===== config.mk =====
export PLATFORM = sky130hd
export DESIGN_NAME = bcl_boot_config_latches
export DESIGN_NICKNAME = d
export VERILOG_FILES = /design/src/hdl/bcl_pkg.sv /design/src/hdl/bcl_array_mem.sv /design/src/hdl/bcl_pin_sync.sv /design/src/hdl/bcl_boot_config_latches.sv
export SDC_FILE = /design/constraint.sdc
export NUM_CORES = 1
export LEC_CHECK = 0
export BUFFER_PORTS_ARGS = -buffer_cell sky130_fd_sc_hd__buf_2
export CAP_MARGIN = 40
export CORE_ASPECT_RATIO = 1.5
export CORE_MARGIN = 2
export CORE_UTILIZATION = 60
export CTS_BUF_LIST = sky130_fd_sc_hd__clkbuf_4
export DETAILED_ROUTE_END_ITERATION = 6
export GPL_TIMING_DRIVEN = 0
export PLACE_DENSITY = 0.94
export SYNTH_ARGS = -nofsm -noshare
export SYNTH_HDL_FRONTEND = slang
export SYNTH_SLANG_ARGS = --single-unit

===== constraint.sdc =====
create_clock -name core_clk -period 6.74 [get_ports core_clk]
set_clock_uncertainty 0.1 [all_clocks]
set_input_delay 0 -clock core_clk [delete_from_list [all_inputs] [get_ports core_clk]]
set_output_delay 0 -clock core_clk [all_outputs]
set_load 0.03 [all_outputs]

===== src/hdl/bcl_pkg.sv =====
package bcl_pkg;

    // ************************************************************
    // array geometry and register indices
    // ************************************************************
    localparam int BCL_BYTES = 4;                  // bytes in the latch array
    localparam int BCL_PORTS = 9;                  // ports with a reset drive field
    localparam int BCL_IDX_W = 3;                  // width of a register index
    localparam logic [2:0] BCL_IDX_PORT_LOW = 3'h0;  // port_drive_config_low
    localparam logic [2:0] BCL_IDX_PORT_HIGH = 3'h1; // port_drive_config_high
    localparam logic [2:0] BCL_IDX_RESET_DBG = 3'h2; // reset_pin_debug_config
    localparam logic [2:0] BCL_IDX_BOOT_ECC = 3'h3;  // boot_clock_ecc_config
    localparam logic [2:0] BCL_IDX_APPLIED = 3'h4;   // applied (latched) word, read only
    localparam logic [2:0] BCL_IDX_WEAR = 3'h5;      // array write count, read only
    localparam int BCL_IDX_LSB = 2;                // byte address is four times the index

    // ************************************************************
    // field layout within the 32-bit array word {b3,b2,b1,b0}
    // ************************************************************
    localparam int BCL_EXT_RESET_BIT = 23;         // byte 2 bit 7
    localparam int BCL_DEBUG_EN_BIT = 22;          // byte 2 bit 6
    localparam int BCL_PHASE_LSB = 28;             // byte 3 bits 7:4
    localparam int BCL_ECC_BIT = 27;               // byte 3 bit 3
    localparam int BCL_DPS_LSB = 25;               // byte 3 bits 2:1
    localparam int BCL_SPEED_BIT = 24;             // byte 3 bit 0
    localparam int BCL_PORT_LSB [BCL_PORTS] = '{0, 2, 4, 6, 8, 10, 12, 14, 16};

    // factory defaults: debug enabled, 4-wire jtag, ecc enabled, rest zero
    localparam logic [31:0] BCL_FACTORY_WORD = 32'h0a400000;
    // writable bits; byte 2 bits 5:2 are reserved and read as zero
    localparam logic [31:0] BCL_WRITE_MASK = 32'hffc3ffff;

    // ************************************************************
    // encodings
    // ************************************************************
    typedef enum logic [1:0] {
        BCL_DRIVE_HIZ_ANALOG = 2'b00,
        BCL_DRIVE_HIZ_DIGITAL = 2'b01,
        BCL_DRIVE_PULL_UP = 2'b10,
        BCL_DRIVE_PULL_DOWN = 2'b11
    } bcl_drive_type;

    typedef enum logic [1:0] {
        BCL_DPS_JTAG5 = 2'b00,
        BCL_DPS_JTAG4 = 2'b01,
        BCL_DPS_SWD = 2'b10,
        BCL_DPS_NONE = 2'b11
    } bcl_dps_type;

    localparam logic [1:0] BCL_RESP_OKAY = 2'b00;
    localparam logic [1:0] BCL_RESP_SLVERR = 2'b10;
    localparam int BCL_WEAR_W = 16;                // saturating write counter width

endpackage


===== src/hdl/bcl_array_mem.sv =====
`timescale 1ns/100ps
module bcl_array_mem
    import bcl_pkg::*;
(
    input wire logic core_clk,
    input wire logic wr_en,
    input wire logic [1:0] wr_index,
    input wire logic [7:0] wr_byte,
    output logic [31:0] rd_word
);

    // ************************************************************
    // nonvolatile byte store
    // ************************************************************
    // no reset here on purpose: the contents must survive every reset
    logic [7:0] cell_reg [BCL_BYTES];
    logic [31:0] rd_word_reg;

    // factory image, standing in for the erased state of the cells
    initial begin
        for (int i = 0; i < BCL_BYTES; i++) begin
            cell_reg[i] = BCL_FACTORY_WORD[8*i +: 8];
        end
    end

    // byte write from the programming side
    always_ff @(posedge core_clk) begin
        if (wr_en) begin
            cell_reg[wr_index] <= wr_byte;
        end
    end

    // whole word mirrored into a register every cycle
    always_ff @(posedge core_clk) begin
        rd_word_reg <= {cell_reg[3], cell_reg[2], cell_reg[1], cell_reg[0]};
    end

    assign rd_word = rd_word_reg;

endmodule


===== src/hdl/bcl_pin_sync.sv =====
`timescale 1ns/100ps
module bcl_pin_sync
    import bcl_pkg::*;
(
    input wire logic core_clk,
    input wire logic reset,
    input wire logic pin_in,
    output logic level_out
);

    // ************************************************************
    // three-stage pin synchroniser with agreement filter
    // ************************************************************
    logic meta_reg;    // first stage, read only by the second
    logic sync_reg;    // second stage
    logic hold_reg;    // third stage
    logic level_reg;   // accepted level

    // idle level of an active-low pin is high
    always_ff @(posedge core_clk or posedge reset) begin
        if (reset) begin
            meta_reg <= 1'b1;
            sync_reg <= 1'b1;
            hold_reg <= 1'b1;
        end else begin
            meta_reg <= pin_in;
            sync_reg <= meta_reg;
            hold_reg <= sync_reg;
        end
    end

    // a change counts only once second and third stages agree
    always_ff @(posedge core_clk or posedge reset) begin
        if (reset) begin
            level_reg <= 1'b1;
        end else if (sync_reg == hold_reg) begin
            level_reg <= hold_reg;
        end
    end

    assign level_out = level_reg;

endmodule


===== src/hdl/bcl_boot_config_latches.sv =====
`timescale 1ns/100ps
module bcl_boot_config_latches
    import bcl_pkg::*;
#(
    parameter int ADDR_W = 8
)
(
    input wire logic core_clk,
    input wire logic reset,
    // axi4-lite write address
    input wire logic [ADDR_W-1:0] s_axi_awaddr,
    input wire logic [2:0] s_axi_awprot,
    input wire logic s_axi_awvalid,
    output logic s_axi_awready,
    // axi4-lite write data
    input wire logic [31:0] s_axi_wdata,
    input wire logic [3:0] s_axi_wstrb,
    input wire logic s_axi_wvalid,
    output logic s_axi_wready,
    // axi4-lite write response
    output logic [1:0] s_axi_bresp,
    output logic s_axi_bvalid,
    input wire logic s_axi_bready,
    // axi4-lite read address
    input wire logic [ADDR_W-1:0] s_axi_araddr,
    input wire logic [2:0] s_axi_arprot,
    input wire logic s_axi_arvalid,
    output logic s_axi_arready,
    // axi4-lite read data
    output logic [31:0] s_axi_rdata,
    output logic [1:0] s_axi_rresp,
    output logic s_axi_rvalid,
    input wire logic s_axi_rready,
    // shared pin when used as reset, active low
    input wire logic ext_reset_pin_n,
    // applied configuration
    output logic [2*BCL_PORTS-1:0] port_reset_drive_field,
    output logic ext_reset_pin_select,
    output logic ext_reset_request,
    output logic debug_access_enable,
    output logic boot_clock_speed,
    output logic [1:0] debug_port_select,
    output logic [2:0] debug_port_onehot,
    output logic flash_ecc_enable,
    output logic [3:0] digital_clock_phase_delay
);

    // ************************************************************
    // state types and declarations
    // ************************************************************
    typedef enum logic [1:0] {
        BCL_RD_IDLE = 2'b00,
        BCL_RD_FETCH = 2'b01,
        BCL_RD_ANSWER = 2'b10
    } bcl_rd_state_type;

    typedef enum logic [0:0] {
        BCL_WR_COLLECT = 1'b0,
        BCL_WR_RESP = 1'b1
    } bcl_wr_state_type;

    bcl_rd_state_type rd_state_reg;   // read channel state
    bcl_rd_state_type rd_state_next;
    bcl_wr_state_type wr_state_reg;   // write channel state
    bcl_wr_state_type wr_state_next;

    logic awready_reg;                // address slot free
    logic wready_reg;                 // data slot free
    logic have_aw_reg;                // write address held
    logic have_w_reg;                 // write data held
    logic [ADDR_W-1:0] waddr_reg;     // held write address
    logic [31:0] wdata_reg;           // held write data
    logic [3:0] wstrb_reg;            // held byte strobes
    logic bvalid_reg;
    logic [1:0] bresp_reg;

    logic arready_reg;
    logic [ADDR_W-1:0] raddr_reg;     // held read address
    logic rvalid_reg;
    logic [31:0] rdata_reg;
    logic [1:0] rresp_reg;

    logic [31:0] array_word;          // registered mirror of the array
    logic [31:0] latch_reg;           // configuration applied at reset
    logic [BCL_WEAR_W-1:0] wear_reg;  // array writes landed since reset
    logic ext_req_reg;                // qualified external reset request
    logic [2:0] dps_onehot_reg;       // decoded debug port
    logic pin_level;                  // filtered pin level

    // ************************************************************
    // address decode
    // ************************************************************
    // index sits at bits 4:2, anything above must be zero
    wire [BCL_IDX_W-1:0] wr_idx = waddr_reg[BCL_IDX_LSB +: BCL_IDX_W];
    wire [BCL_IDX_W-1:0] rd_idx = raddr_reg[BCL_IDX_LSB +: BCL_IDX_W];
    wire wr_high_zero = (waddr_reg >> (BCL_IDX_LSB + BCL_IDX_W)) == '0;
    wire rd_high_zero = (raddr_reg >> (BCL_IDX_LSB + BCL_IDX_W)) == '0;
    wire wr_is_array = wr_high_zero && (wr_idx <= BCL_IDX_BOOT_ECC);
    wire rd_is_array = rd_high_zero && (rd_idx <= BCL_IDX_BOOT_ECC);
    wire rd_is_applied = rd_high_zero && (rd_idx == BCL_IDX_APPLIED);
    wire rd_is_wear = rd_high_zero && (rd_idx == BCL_IDX_WEAR);
    wire rd_known = rd_is_array || rd_is_applied || rd_is_wear;

    // ************************************************************
    // write path
    // ************************************************************
    wire aw_take = s_axi_awvalid && awready_reg;
    wire w_take = s_axi_wvalid && wready_reg;
    wire wr_fire = (wr_state_reg == BCL_WR_COLLECT) && have_aw_reg && have_w_reg;
    // a write lands only when lane 0 is strobed; the data sits in the low byte
    wire mem_we = wr_fire && wr_is_array && wstrb_reg[0];
    wire [1:0] mem_index = wr_idx[1:0];
    // reserved bits never reach the cells, so they always read as zero
    wire [7:0] mem_mask = BCL_WRITE_MASK[8*mem_index +: 8];
    wire [7:0] mem_byte = wdata_reg[7:0] & mem_mask;
    wire wr_done = bvalid_reg && s_axi_bready;

    // write sequencing
    always_comb begin
        wr_state_next = wr_state_reg;
        case (wr_state_reg)
            BCL_WR_COLLECT: begin
                if (wr_fire) begin
                    wr_state_next = BCL_WR_RESP;
                end
            end
            BCL_WR_RESP: begin
                if (wr_done) begin
                    wr_state_next = BCL_WR_COLLECT;
                end
            end
            default: wr_state_next = BCL_WR_COLLECT;
        endcase
    end

    // address and data slots fill in either order
    always_ff @(posedge core_clk or posedge reset) begin
        if (reset) begin
            awready_reg <= 1'b1;
            have_aw_reg <= 1'b0;
            waddr_reg <= '0;
        end else if (aw_take) begin
            awready_reg <= 1'b0;
            have_aw_reg <= 1'b1;
            waddr_reg <= s_axi_awaddr;
        end else if (wr_done) begin
            awready_reg <= 1'b1;
            have_aw_reg <= 1'b0;
        end
    end

    // data slot
    always_ff @(posedge core_clk or posedge reset) begin
        if (reset) begin
            wready_reg <= 1'b1;
            have_w_reg <= 1'b0;
            wdata_reg <= '0;
            wstrb_reg <= '0;
        end else if (w_take) begin
            wready_reg <= 1'b0;
            have_w_reg <= 1'b1;
            wdata_reg <= s_axi_wdata;
            wstrb_reg <= s_axi_wstrb;
        end else if (wr_done) begin
            wready_reg <= 1'b1;
            have_w_reg <= 1'b0;
        end
    end

    // response, error for read-only or unmapped targets
    always_ff @(posedge core_clk or posedge reset) begin
        if (reset) begin
            wr_state_reg <= BCL_WR_COLLECT;
            bvalid_reg <= 1'b0;
            bresp_reg <= BCL_RESP_OKAY;
        end else begin
            wr_state_reg <= wr_state_next;
            if (wr_fire) begin
                bvalid_reg <= 1'b1;
                bresp_reg <= wr_is_array ? BCL_RESP_OKAY : BCL_RESP_SLVERR;
            end else if (wr_done) begin
                bvalid_reg <= 1'b0;
            end
        end
    end

    // wear count
    // each landed write up to the 65535th is counted so software can watch cell wear;
    // the count is volatile and restarts at every reset
    always_ff @(posedge core_clk or posedge reset) begin
        if (reset) begin
            wear_reg <= '0;
        end else if (mem_we && (wear_reg != '1)) begin
            wear_reg <= wear_reg + 1'b1;
        end
    end

    // ************************************************************
    // nonvolatile array
    // ************************************************************
    // four-byte store
    bcl_array_mem u_array (
        .core_clk(core_clk),
        .wr_en(mem_we),
        .wr_index(mem_index),
        .wr_byte(mem_byte),
        .rd_word(array_word)
    );

    // ************************************************************
    // read path
    // ************************************************************
    wire ar_take = s_axi_arvalid && arready_reg;
    wire rd_done = rvalid_reg && s_axi_rready;
    // read data selection; the array reads its live contents
    wire [31:0] rd_array_byte = {24'h000000, array_word[8*rd_idx[1:0] +: 8]};
    wire [31:0] rd_wear_word = {{(32-BCL_WEAR_W){1'b0}}, wear_reg};
    wire [31:0] rd_mux = rd_is_array ? rd_array_byte :
                         rd_is_applied ? latch_reg :
                         rd_is_wear ? rd_wear_word : 32'h00000000;

    // read sequencing
    always_comb begin
        rd_state_next = rd_state_reg;
        case (rd_state_reg)
            BCL_RD_IDLE: begin
                if (ar_take) begin
                    rd_state_next = BCL_RD_FETCH;
                end
            end
            BCL_RD_FETCH: rd_state_next = BCL_RD_ANSWER;
            BCL_RD_ANSWER: begin
                if (rd_done) begin
                    rd_state_next = BCL_RD_IDLE;
                end
            end
            default: rd_state_next = BCL_RD_IDLE;
        endcase
    end

    // the fetch cycle lets a write just landed show in the mirror
    always_ff @(posedge core_clk or posedge reset) begin
        if (reset) begin
            rd_state_reg <= BCL_RD_IDLE;
            arready_reg <= 1'b1;
            raddr_reg <= '0;
            rvalid_reg <= 1'b0;
            rdata_reg <= '0;
            rresp_reg <= BCL_RESP_OKAY;
        end else begin
            rd_state_reg <= rd_state_next;
            if (ar_take) begin
                arready_reg <= 1'b0;
                raddr_reg <= s_axi_araddr;
            end
            if (rd_state_reg == BCL_RD_FETCH) begin
                rvalid_reg <= 1'b1;
                rdata_reg <= rd_mux;
                rresp_reg <= rd_known ? BCL_RESP_OKAY : BCL_RESP_SLVERR;
            end else if (rd_done) begin
                rvalid_reg <= 1'b0;
                arready_reg <= 1'b1;
            end
        end
    end

    // ************************************************************
    // configuration capture
    // ************************************************************
    // capture during reset
    // no asynchronous reset: the flops follow the array on every edge
    // while reset is high and freeze at release, so later programming
    // only takes effect at the next reset
    always_ff @(posedge core_clk) begin
        if (reset) begin
            latch_reg <= array_word;
        end
    end

    // ************************************************************
    // derived outputs
    // ************************************************************
    // debug port decode
    // one-hot: bit 0 jtag5, bit 1 jtag4, bit 2 swd; none when no access
    always_ff @(posedge core_clk or posedge reset) begin
        if (reset) begin
            dps_onehot_reg <= 3'h0;
        end else if (!latch_reg[BCL_DEBUG_EN_BIT]) begin
            dps_onehot_reg <= 3'h0;
        end else begin
            case (bcl_dps_type'(latch_reg[BCL_DPS_LSB +: 2]))
                BCL_DPS_JTAG5: dps_onehot_reg <= 3'h1;
                BCL_DPS_JTAG4: dps_onehot_reg <= 3'h2;
                BCL_DPS_SWD: dps_onehot_reg <= 3'h4;
                default: dps_onehot_reg <= 3'h0;
            endcase
        end
    end

    bcl_pin_sync u_pin_sync (
        .core_clk(core_clk),
        .reset(reset),
        .pin_in(ext_reset_pin_n),
        .level_out(pin_level)
    );

    // the pin asks for reset only when the latch hands it that role
    always_ff @(posedge core_clk or posedge reset) begin
        if (reset) begin
            ext_req_reg <= 1'b0;
        end else begin
            ext_req_reg <= latch_reg[BCL_EXT_RESET_BIT] && !pin_level;
        end
    end

    // per-port drive field
    // one field per port drives all its pins; no per-pin choice exists
    genvar gp;
    generate
        for (gp = 0; gp < BCL_PORTS; gp++) begin : g_port
            assign port_reset_drive_field[2*gp +: 2] = latch_reg[BCL_PORT_LSB[gp] +: 2];
        end
    endgenerate

    assign ext_reset_pin_select = latch_reg[BCL_EXT_RESET_BIT];
    assign debug_access_enable = latch_reg[BCL_DEBUG_EN_BIT];
    assign boot_clock_speed = latch_reg[BCL_SPEED_BIT];
    assign debug_port_select = latch_reg[BCL_DPS_LSB +: 2];
    assign flash_ecc_enable = latch_reg[BCL_ECC_BIT];
    assign digital_clock_phase_delay = latch_reg[BCL_PHASE_LSB +: 4];
    assign debug_port_onehot = dps_onehot_reg;
    assign ext_reset_request = ext_req_reg;

    // ************************************************************
    // bus outputs
    // ************************************************************
    assign s_axi_awready = awready_reg;
    assign s_axi_wready = wready_reg;
    assign s_axi_bvalid = bvalid_reg;
    assign s_axi_bresp = bresp_reg;
    assign s_axi_arready = arready_reg;
    assign s_axi_rvalid = rvalid_reg;
    assign s_axi_rdata = rdata_reg;
    assign s_axi_rresp = rresp_reg;

endmodule


# Word level (Yosys, flattened, before mapping)
# Memories as Yosys holds them, arrays and structs flattened. A register that Yosys moved wholly into a read port is not among the register bits.
# Cells that the tools add are included.
[totals] ff_bits=127 ramBits=32 input_bits=66 word_cells=96 memories=1
[classes] add_sub_neg=1 order_cmp=2 n_eq_ne=10 shifts=2 mux=27 n_bitwise=2 reduce_logical=27
[mem_list] memory="u_array.cell_reg" depth=4 width=8 read_ports=4 rd_clocked_by_memory_dff=4 write_ports=1 line="bcl_array_mem.sv:16" source="logic [7:0] cell_reg [BCL_BYTES];"
[op_table] operator="$mux 32" n=2
[op_table] operator="$shiftx 32x6->8" n=1
[op_table] operator="$shiftx 32x6->8 const A" n=1
[op_table] operator="$add 16x1->16 const B" n=1
[op_table] operator="$logic_not 8->1" n=2
[op_table] operator="$mux 1" n=16
[op_table] operator="$mux 16" n=1
[op_table] operator="$ne 16x16->1 const B" n=1
[op_table] operator="$logic_and 1x1->1" n=15
[op_table] operator="$pmux 3 s3" n=1
[op_table] operator="$and 8x8->8" n=1
[op_table] operator="$mux 2" n=4
[op_table] operator="$reduce_bool 2->1" n=4
[op_table] operator="$eq 3x3->1 const B" n=2
[op_table] operator="$le 3x2->1 const B" n=2
[op_table] operator="$pmux 2 s3" n=1
[op_table] operator="$eq 2x1->1 const B" n=2
[op_table] operator="$eq 2x2->1 const B" n=2
[op_table] operator="$logic_not 2->1" n=2
[op_table] operator="$ne 2x2->1 const B" n=2
[op_table] operator="$mux 3" n=1
[op_table] operator="$logic_or 1x1->1" n=2
[op_table] operator="$pmux 1 s2" n=1
[op_table] operator="$reduce_and 2->1" n=1
[op_table] operator="3 further kinds" n=3

# Logic depth before layout (Yosys ltp)
# Gate-level depths: netlist of the first run.
[logic_depth] depth_word=7 mapped_depth=6 mapped_depth_nobuf=5

# Cells and area by module
# A second synthesis of the first run with hierarchy kept.
[unflattened] hier_cells=440 area_unflattened_um2=6774.0
[modules_own_cells] mod="bcl_boot_config_latches" instances=1 cells_per_inst=366 area_each_um2=5014.8 seq_area_each_um2=3091.7
[modules_own_cells] mod="bcl_array_mem" instances=1 cells_per_inst=68 area_each_um2=1639.1 seq_area_each_um2=1601.5
[modules_own_cells] mod="bcl_pin_sync" instances=1 cells_per_inst=6 area_each_um2=120.1 seq_area_each_um2=105.1

# Least setup slack after synthesis of the first run
# Ideal clock, no wire load.
[synth_timing] path_kind="reg-to-reg" from="register waddr_reg[7]" to="memory u_array.cell_reg[1][0] (enable)" setup_ps=385 arrival_time_ps=1673 path_slack_ps=4582 path_stages_with_launch=4 n_path_buf=0 synth_period_minus_slack_ps=2158 path_cell_list="dfrtp_1 -> nor4_4 -> nand3_1 -> nor3b_1"
[synth_via] elab_chain_len=6
[synth_rtl] item="start: declaration" line="bcl_boot_config_latches.sv:71" source="logic [ADDR_W-1:0] waddr_reg;"
[synth_rtl] item="start signal: assignment" line="bcl_boot_config_latches.sv:145" source="waddr_reg <= s_axi_awaddr;"
[synth_rtl] item="$logic_not 8->1" line="bcl_boot_config_latches.sv:96" source="wire wr_high_zero = (waddr_reg >> (BCL_IDX_LSB + BCL_IDX_W)) == '0;"
[synth_rtl] item="$logic_and 1x1->1" line="bcl_boot_config_latches.sv:98" source="wire wr_is_array = wr_high_zero && (wr_idx <= BCL_IDX_BOOT_ECC);"
[synth_rtl] item="$logic_and 1x1->1 (2 in series)" line="bcl_boot_config_latches.sv:111" source="wire mem_we = wr_fire && wr_is_array && wstrb_reg[0];"
[synth_rtl] item="$mux 1" line="bcl_array_mem.sv:28" source="if (wr_en) begin"
[synth_rtl] item="$mux 1 (not written as such)" line="bcl_array_mem.sv:29" source="cell_reg[wr_index] <= wr_byte;"
[synth_rtl] item="end: declaration" line="bcl_array_mem.sv:16"
# No other way between the ends.

# Worst setup path after layout of the first run
[layout_timing] from="register waddr_reg[7]" to="memory u_array.cell_reg[1][5] (enable)"
# Same word-level chain as after synthesis.

==> results of run 1 <==
area by class of cell:
type | instances | area, um2
antenna | 2 | 5.00
buffer | 42 | 278
clock buffer | 18 | 135
clock inverter | 14 | 130
fill | 687 | 2940
inverter | 8 | 32.5
multi-input combinational | 209 | 1690
sequential | 185 | 4800
tap | 147 | 184
timing repair buffer | 135 | 861
through the flow:
step / area, um2 / utilization (%) / hold slack (ns) / worst slack, ns / std cells
global placement: 7480 / 67.6 / 0.00526 / 3.14 / 690
finish: 8120 / 73.4 / 0.108 / 4.34 / 760
global route: 8120 / 73.4 / 0.0948 / 4.21 / 760
CTS: 8110 / 73.4 / 0.0887 / 4.34 / 758
detailed placement: 7520 / 68.1 / 0.00611 / 4.37 / 694
floorplan: 6800 / - / -0.0955 / 4.34 / 444
layer usage:
| layer | GRT usage (%) | part of all wire (%) |
|---|---|---|
| met3 | 5.22 | 5.6 |
| met4 | 12.3 | 4.1 |
| met2 | 44.5 | 54 |
| met1 | 26.7 | 36 |
| met5 | 0 | 0 |
cell usage after synthesis, types with 3 or more instances:
| library cell | number |
|---|---|
| mux4_2 | 8 |
| and3_1 | 3 |
| o31ai_1 | 9 |
| a22o_1 | 16 |
| nand2_1 | 35 |
| xor2_1 | 9 |
| edfxtp_1 | 64 |
| nor3_1 | 6 |
| nor4_1 | 4 |
| nor2_1 | 7 |
| a21oi_1 | 7 |
| o21ai_0 | 10 |
| and3b_1 | 3 |
| buf_4 | 29 |
| dfxtp_1 | 32 |
| dfrtp_1 | 82 |
| mux2_2 | 28 |
| nand2b_1 | 3 |
| mux2i_1 | 11 |
| dfstp_2 | 7 |
| a22oi_1 | 6 |
| clkbuf_1 | 8 |
| nand4_1 | 4 |
| and2_1 | 4 |
| buf_2 | 3 |
| nand3_1 | 5 |
| inv_1 | 8 |
worst register-to-register path, stage by stage (launching register included):
cell and delay, ns:
dfrtp_1 0.43, nor4_4 0.44, nand3_1 0.31, nor3b_1 0.53
buf_2 0.30
power groups by stage:
stage / registers [uW] / logic, uW / clock network [uW]
floorplan: 1330 / 199 / 0
global placement: 1280 / 343 / 0
detailed placement: 1280 / 364 / 0
CTS: 1260 / 381 / 576
global route: 1270 / 404 / 627
finish: 1260 / 381 / 573
cell families (layout without fill, tap and decap cells):
logic type	count (synthesis)	in the layout	share of synthesized area, %
xor+xnor	11	11	1.42
simple gates	90	90	7.96
flops	185	185	70.6
compound gates	56	56	5.95
other cells	1	4	0.0552
mux	48	48	9.13
buf+inv	50	217	4.53
fa+ha+maj	2	2	0.331
worst paths after layout:
kind                                        start                     end  slack, ns
hold reg to reg            u_array.cell_reg[0][3]      u_array.rd_word[3]       0.25
setup / recovery                     waddr_reg[7]  u_array.cell_reg[1][5]       4.34
min in group asynchronous                   reset            wdata_reg[0]       0.27
setup reg to reg                     waddr_reg[7]  u_array.cell_reg[1][5]       4.34
max in group asynchronous                   reset           s_axi_arready       5.62
hold / removal                    s_axi_awaddr[2]            waddr_reg[2]       0.11
placed cells by master, fill, tap and decap left out, drive strengths merged, types with 11 or more instances in the layout:
master,instances
a22o,16
buf,137
clkbuf,26
dfrtp,82
dfxtp,32
dlygate4sd3,32
edfxtp,64
mux2,29
mux2i,11
nand2,35
==> flow_summary.json, run 1 <==
{
  "die_h_um": 134,
  "synth-seq-area-share_pct": 70.6,
  "required_ns": 6.89,
  "rsz0062_at_grt": "no",
  "switchingPower_uw": 625,
  "status": "finished, violations left",
  "synth_area_leader_cell": "dfrtp_1",
  "h-tree-depth": 4,
  "track_usage_pct": 24.4,
  "layout-drive-gt1-share_pct": 36.0,
  "ios": 139,
  "total_power_uw": 2210,
  "period_minus_slack_ns": 2.40,
  "syn_area_um2": 6790,
  "initial_core_util_pct": 61.5,
  "die-area_um2": 12200,
  "switching_share_pct": 28.2,
  "rows": 47,
  "power.internal_uw": 1590,
  "clock-sinks": 185,
  "worst_pin_slew_ns": 0.788,
  "p_per_area_nw_per_um2": 273,
  "ctsResizeCount": 0,
  "ys.flop_type": "dfrtp_1",
  "drt-pass1-iter-count": 7,
  "cts-root-buf": "clkbuf_4",
  "cts.clk_slew.worst_paths_ns": 0.14,
  "grt_remaining_overflow": 0,
  "grt_max_degree": 64,
  "hold_path_class": "primary input to register",
  "syn_to_final_growth_pct": 19.4,
  "via_per_inst": 5.68,
  "grt_pass1_vias": 4437,
  "synth_edf_count": 64,
  "arrival_ns": 2.55,
  "clock_latency_ns": 0.54,
  "cts_tree": "built",
  "drv_cap": 0,
  "crit_chain": "nor4_4, nand3_1, nor3b_1, buf_2",
  "drc": 2,
  "setup_viol": 0,
  "cts_post_setup_buffers_inserted": 0,
  "final.setup.tns_ns": 0,
  "postSynthAreaPerCell_um2": 15.3,
  "violations": "DRC",
  "ys_ff_latch": 185,
  "async_flop_share_pct": 48.1,
  "worstSetupPathType": "register to register",
  "cts_made_buffers": 17,
  "core_area_um2": 11100,
  "drv_slew": 0,
  "pwr-share-seq_pct": 56.9,
  "worst_setup_path_start_kind": "register",
  "holdPathStages": 3,
  "p_clk_share_pct": 25.9,
  "slew_headroom_pct": 47.5,
  "fmax_mhz": 416,
  "end_kind": "register",
  "path_buf_inv": 1,
  "ys.warnings.count": 0,
  "port_buffers": 99,
  "hold_viol_final": 0,
  "max_stage_delay_ns": 0.52,
  "syn_inst": 443,
  "crit_family": "simple AND/OR/NAND/NOR gates",
  "wire_per_inst_um": 19.0,
  "min_period_over_period_pct": 35.6,
  "pwr-share-comb_pct": 17.2,
  "clockBufferDepth": 2,
  "crit_path_max_fanout": 6,
  "cp.depth": 4,
  "crit_slowest_cell": "nor3b_1",
  "synth_cell_types": 53,
  "cts_hold_buf": 32,
  "die_x_um": 90.9,
  "rr_worst_depth": 4,
  "drt-initial-drc-count": 278,
  "routed_wirelength_mm": 14.4,
  "hpwl_mm": 10.2,
  "antenna_found_initial": 2,
  "layout.nets": 665,
  "gp_congestion": 0.867,
  "grt_pass1_wl_mm": 22.7,
  "drt.antenna.violating_nets": 0,
  "vias": 4313,
  "synth_top_area_share_pct": 30.2,
  "leakagePower_uw": 0.00356,
  "synth_area_leaders": "dfrtp_1, edfxtp_1, dfxtp_1",
  "ir_worst_vdd_mv": 0.142
}
(Power assumes the default switching activity.)
==> run 2, diff against run 1 <==
--- a/config.mk
+++ b/config.mk
@@ -9,11 +9,11 @@
 export CAP_MARGIN = 40
 export CORE_ASPECT_RATIO = 1.5
 export CORE_MARGIN = 2
-export CORE_UTILIZATION = 60
+export CORE_UTILIZATION = 56
 export CTS_BUF_LIST = sky130_fd_sc_hd__clkbuf_4
 export DETAILED_ROUTE_END_ITERATION = 6
 export GPL_TIMING_DRIVEN = 0
-export PLACE_DENSITY = 0.94
+export PLACE_DENSITY = 0.89
 export SYNTH_ARGS = -nofsm -noshare
 export SYNTH_HDL_FRONTEND = slang
 export SYNTH_SLANG_ARGS = --single-unit
==> constraint.sdc (replaced) <==
create_clock -name core_clk -period 2.5 [get_ports core_clk]
set_clock_uncertainty 0.1 [all_clocks]
set_input_delay 0 -clock core_clk [delete_from_list [all_inputs] [get_ports core_clk]]
set_output_delay 0 -clock core_clk [all_outputs]
set_load 0.03 [all_outputs]
==> run 2 against run 1 <==
  * The run now ends clean
  * Global-route usage decreased by 1.6 points
  * Critical path depth increased by 2
  * Die area increased by 6.9%
  * Clock-buffer cell count increased by 1
  * Final area increased by 0.65%
  * Clock power increased to 2.9 times the previous value
  * Utilization decreased by 4.7 points
  * Maximum frequency increased by 3.1%
  * Critical path type unchanged
==> flow_summary.json, run 2 (same netlist as run 1, synthesis figures left out) <==
{
  "clock-sinks": 185,
  "die-area_um2": 13000,
  "antenna_found_initial": 1,
  "slew_headroom_pct": 48.9,
  "numPlacedInstances": 700,
  "crit_chain": "nand2b_1, clkbuf_1, clkbuf_1, nand3_1, o21ai_0, dlygate4sd3_1",
  "layout_commonest_cell": "buf_2",
  "cts_post_setup_buffers_inserted": 0,
  "drt.antenna.violating_nets": 0,
  "drc": 0,
  "max_stage_delay_ns": 0.58,
  "drt-initial-drc-count": 231,
  "power.internal_uw": 4400,
  "crit_family": "buffers and inverters",
  "worst_pin_slew_ns": 0.767,
  "arrival_ns": 2.73,
  "cts_made_buffers": 17,
  "holdPathStages": 3,
  "final.setup.tns_ns": 0,
  "hold_slack_ns": 0.0886,
  "status": "complete, no violations",
  "cts.clk_slew.worst_paths_ns": 0.13,
  "pwr-share-comb_pct": 16.7,
  "worst_setup_path_start_kind": "register",
  "min_period_over_period_pct": 93.2,
  "setup_viol": 0,
  "path_buf_inv": 3,
  "routed_wirelength_mm": 14.0,
  "min_from": "s_axi_rready",
  "via_per_inst": 5.51,
  "track_usage_pct": 22.8,
  "grt_remaining_overflow": 0,
  "die_h_um": 139,
  "h-tree-depth": 4,
  "crit_path_max_fanout": 10,
  "clock_latency_ns": 0.55,
  "vias": 4221,
  "hpwl_mm": 10.2,
  "layout-drive-gt1-share_pct": 36.3,
  "core_area_um2": 11900,
  "ios": 139,
  "final_cells": 766,
  "fmax_mhz": 429,
  "p_per_area_nw_per_um2": 742,
  "port_buffers": 99,
  "pwr-share-seq_pct": 56.0,
  "grt_pass1_wl_mm": 22.4,
  "die_x_um": 93.9,
  "period_minus_slack_ns": 2.33,
  "switching_share_pct": 27.4,
  "r2r_end": "s_axi_arready",
  "rows": 49,
  "layout.nets": 666,
  "required_ns": 2.90,
  "total_power_uw": 6060,
  "initial_core_util_pct": 57.1,
  "p_clk_share_pct": 27.3,
  "syn_to_final_growth_pct": 20.2,
  "cts_tree": "built",
  "crit_slowest_cell": "dlygate4sd3_1",
  "wire_per_inst_um": 18.2,
  "critPathLaunch": "rd_state_reg[1]",
  "reg2reg_from": "rd_state_reg[1]",
  "hold_viol_final": 0,
  "rsz0062_at_grt": "no",
  "grt_pass1_vias": 4319,
  "drv_slew": 0,
  "leakagePower_uw": 0.00357,
  "grt_max_degree": 58,
  "switchingPower_uw": 1660,
  "layout_common_cells": "buf_2, dfrtp_1, edfxtp_1",
  "utilization_pct": 68.7,
  "cts-root-buf": "clkbuf_4",
  "drv_cap": 0,
  "holdPathEnd": "s_axi_rvalid",
  "worstSetupPathType": "register to register",
  "fill_cells": 803,
  "ir_worst_vdd_mv": 0.314,
  "rr_worst_depth": 6,
  "crit_top_cell": "clkbuf_1",
  "gp_congestion": 0.828,
  "end_kind": "register",
  "drt-pass1-iter-count": 5,
  "clockBufferDepth": 2,
  "ff2ff_setup_slack_ns": 0.17,
  "hold_path_class": "primary input to register"
}
run 2: worst max path at each step:
| stage | endpoint | slack (ns) | depth (start not counted) |
|---|---|---|---|
| after floorplan | debug_port_onehot[0] | 0.10 | 1 |
| after global placement | wear_reg[9] | -1.13 | 2 |
| after detailed placement | u_array.cell_reg[1][6] | 0.17 | 4 |
| after CTS | u_array.cell_reg[1][1] | 0.14 | 4 |
| after global routing | u_array.cell_reg[0][3] | 0.006 | 4 |
| final | s_axi_arready | 0.17 | 6 |
run 2: layer usage:
| layer | up-vias | GRT usage (%) | share of wire, % |
|---|---|---|---|
| met2 | 174 | 40.3 | 56 |
| met1 | 2088 | 25.8 | 36 |
| met4 | 0 | 11.4 | 3.8 |
| met5 | - | 0 | 0 |
| li1 | 1916 | - | - |
| met3 | 43 | 4.46 | 4.4 |
run 2: repair_timing:
action                                  4_1_cts  5_1_grt
endpoints found under the hold margin        90        0
hold buffers                                 33        0
resized for setup                             0        2
endpoints found under the setup margin        0        9
run 2: power groups by stage:
stage | clock [uW] | combinational (uW) | sequential [uW]
final | 1660 | 1010 | 3400
after global routing | 1800 | 1080 | 3410
after CTS | 1680 | 1020 | 3390
after detailed placement | 0 | 975 | 3450
after global placement | 0 | 922 | 3440
after floorplan | 0 | 536 | 3600
run 2: cell type report:
class                      instances  area, um2  share of cell area [%]
clock buffer                      19        143                    1.75
antenna                            1       2.50                  0.0306
tap                              153        191                    2.34
multi-input combinational        209       1700                    20.8
buffer                            42        278                    3.40
sequential                       185       4800                    58.7
inverter                           8       32.5                   0.398
timing repair buffer             136        871                    10.7
clock inverter                    13        153                    1.87
run 2: metrics by stage:
step	cell area, um2	worst slack, ns
after floorplan	6800	0.105
after CTS	8160	0.137
final	8170	0.170
after global placement	7480	-1.13
after global routing	8170	0.00615
after detailed placement	7530	0.174
run 2: worst reg2reg max path, stage by stage, from the launching register on:
cell	delay [ns]
dfrtp_1	0.41
nand2b_1	0.11
clkbuf_1	0.39
clkbuf_1	0.44
nand3_1	0.14
o21ai_0	0.11
dlygate4sd3_1	0.58
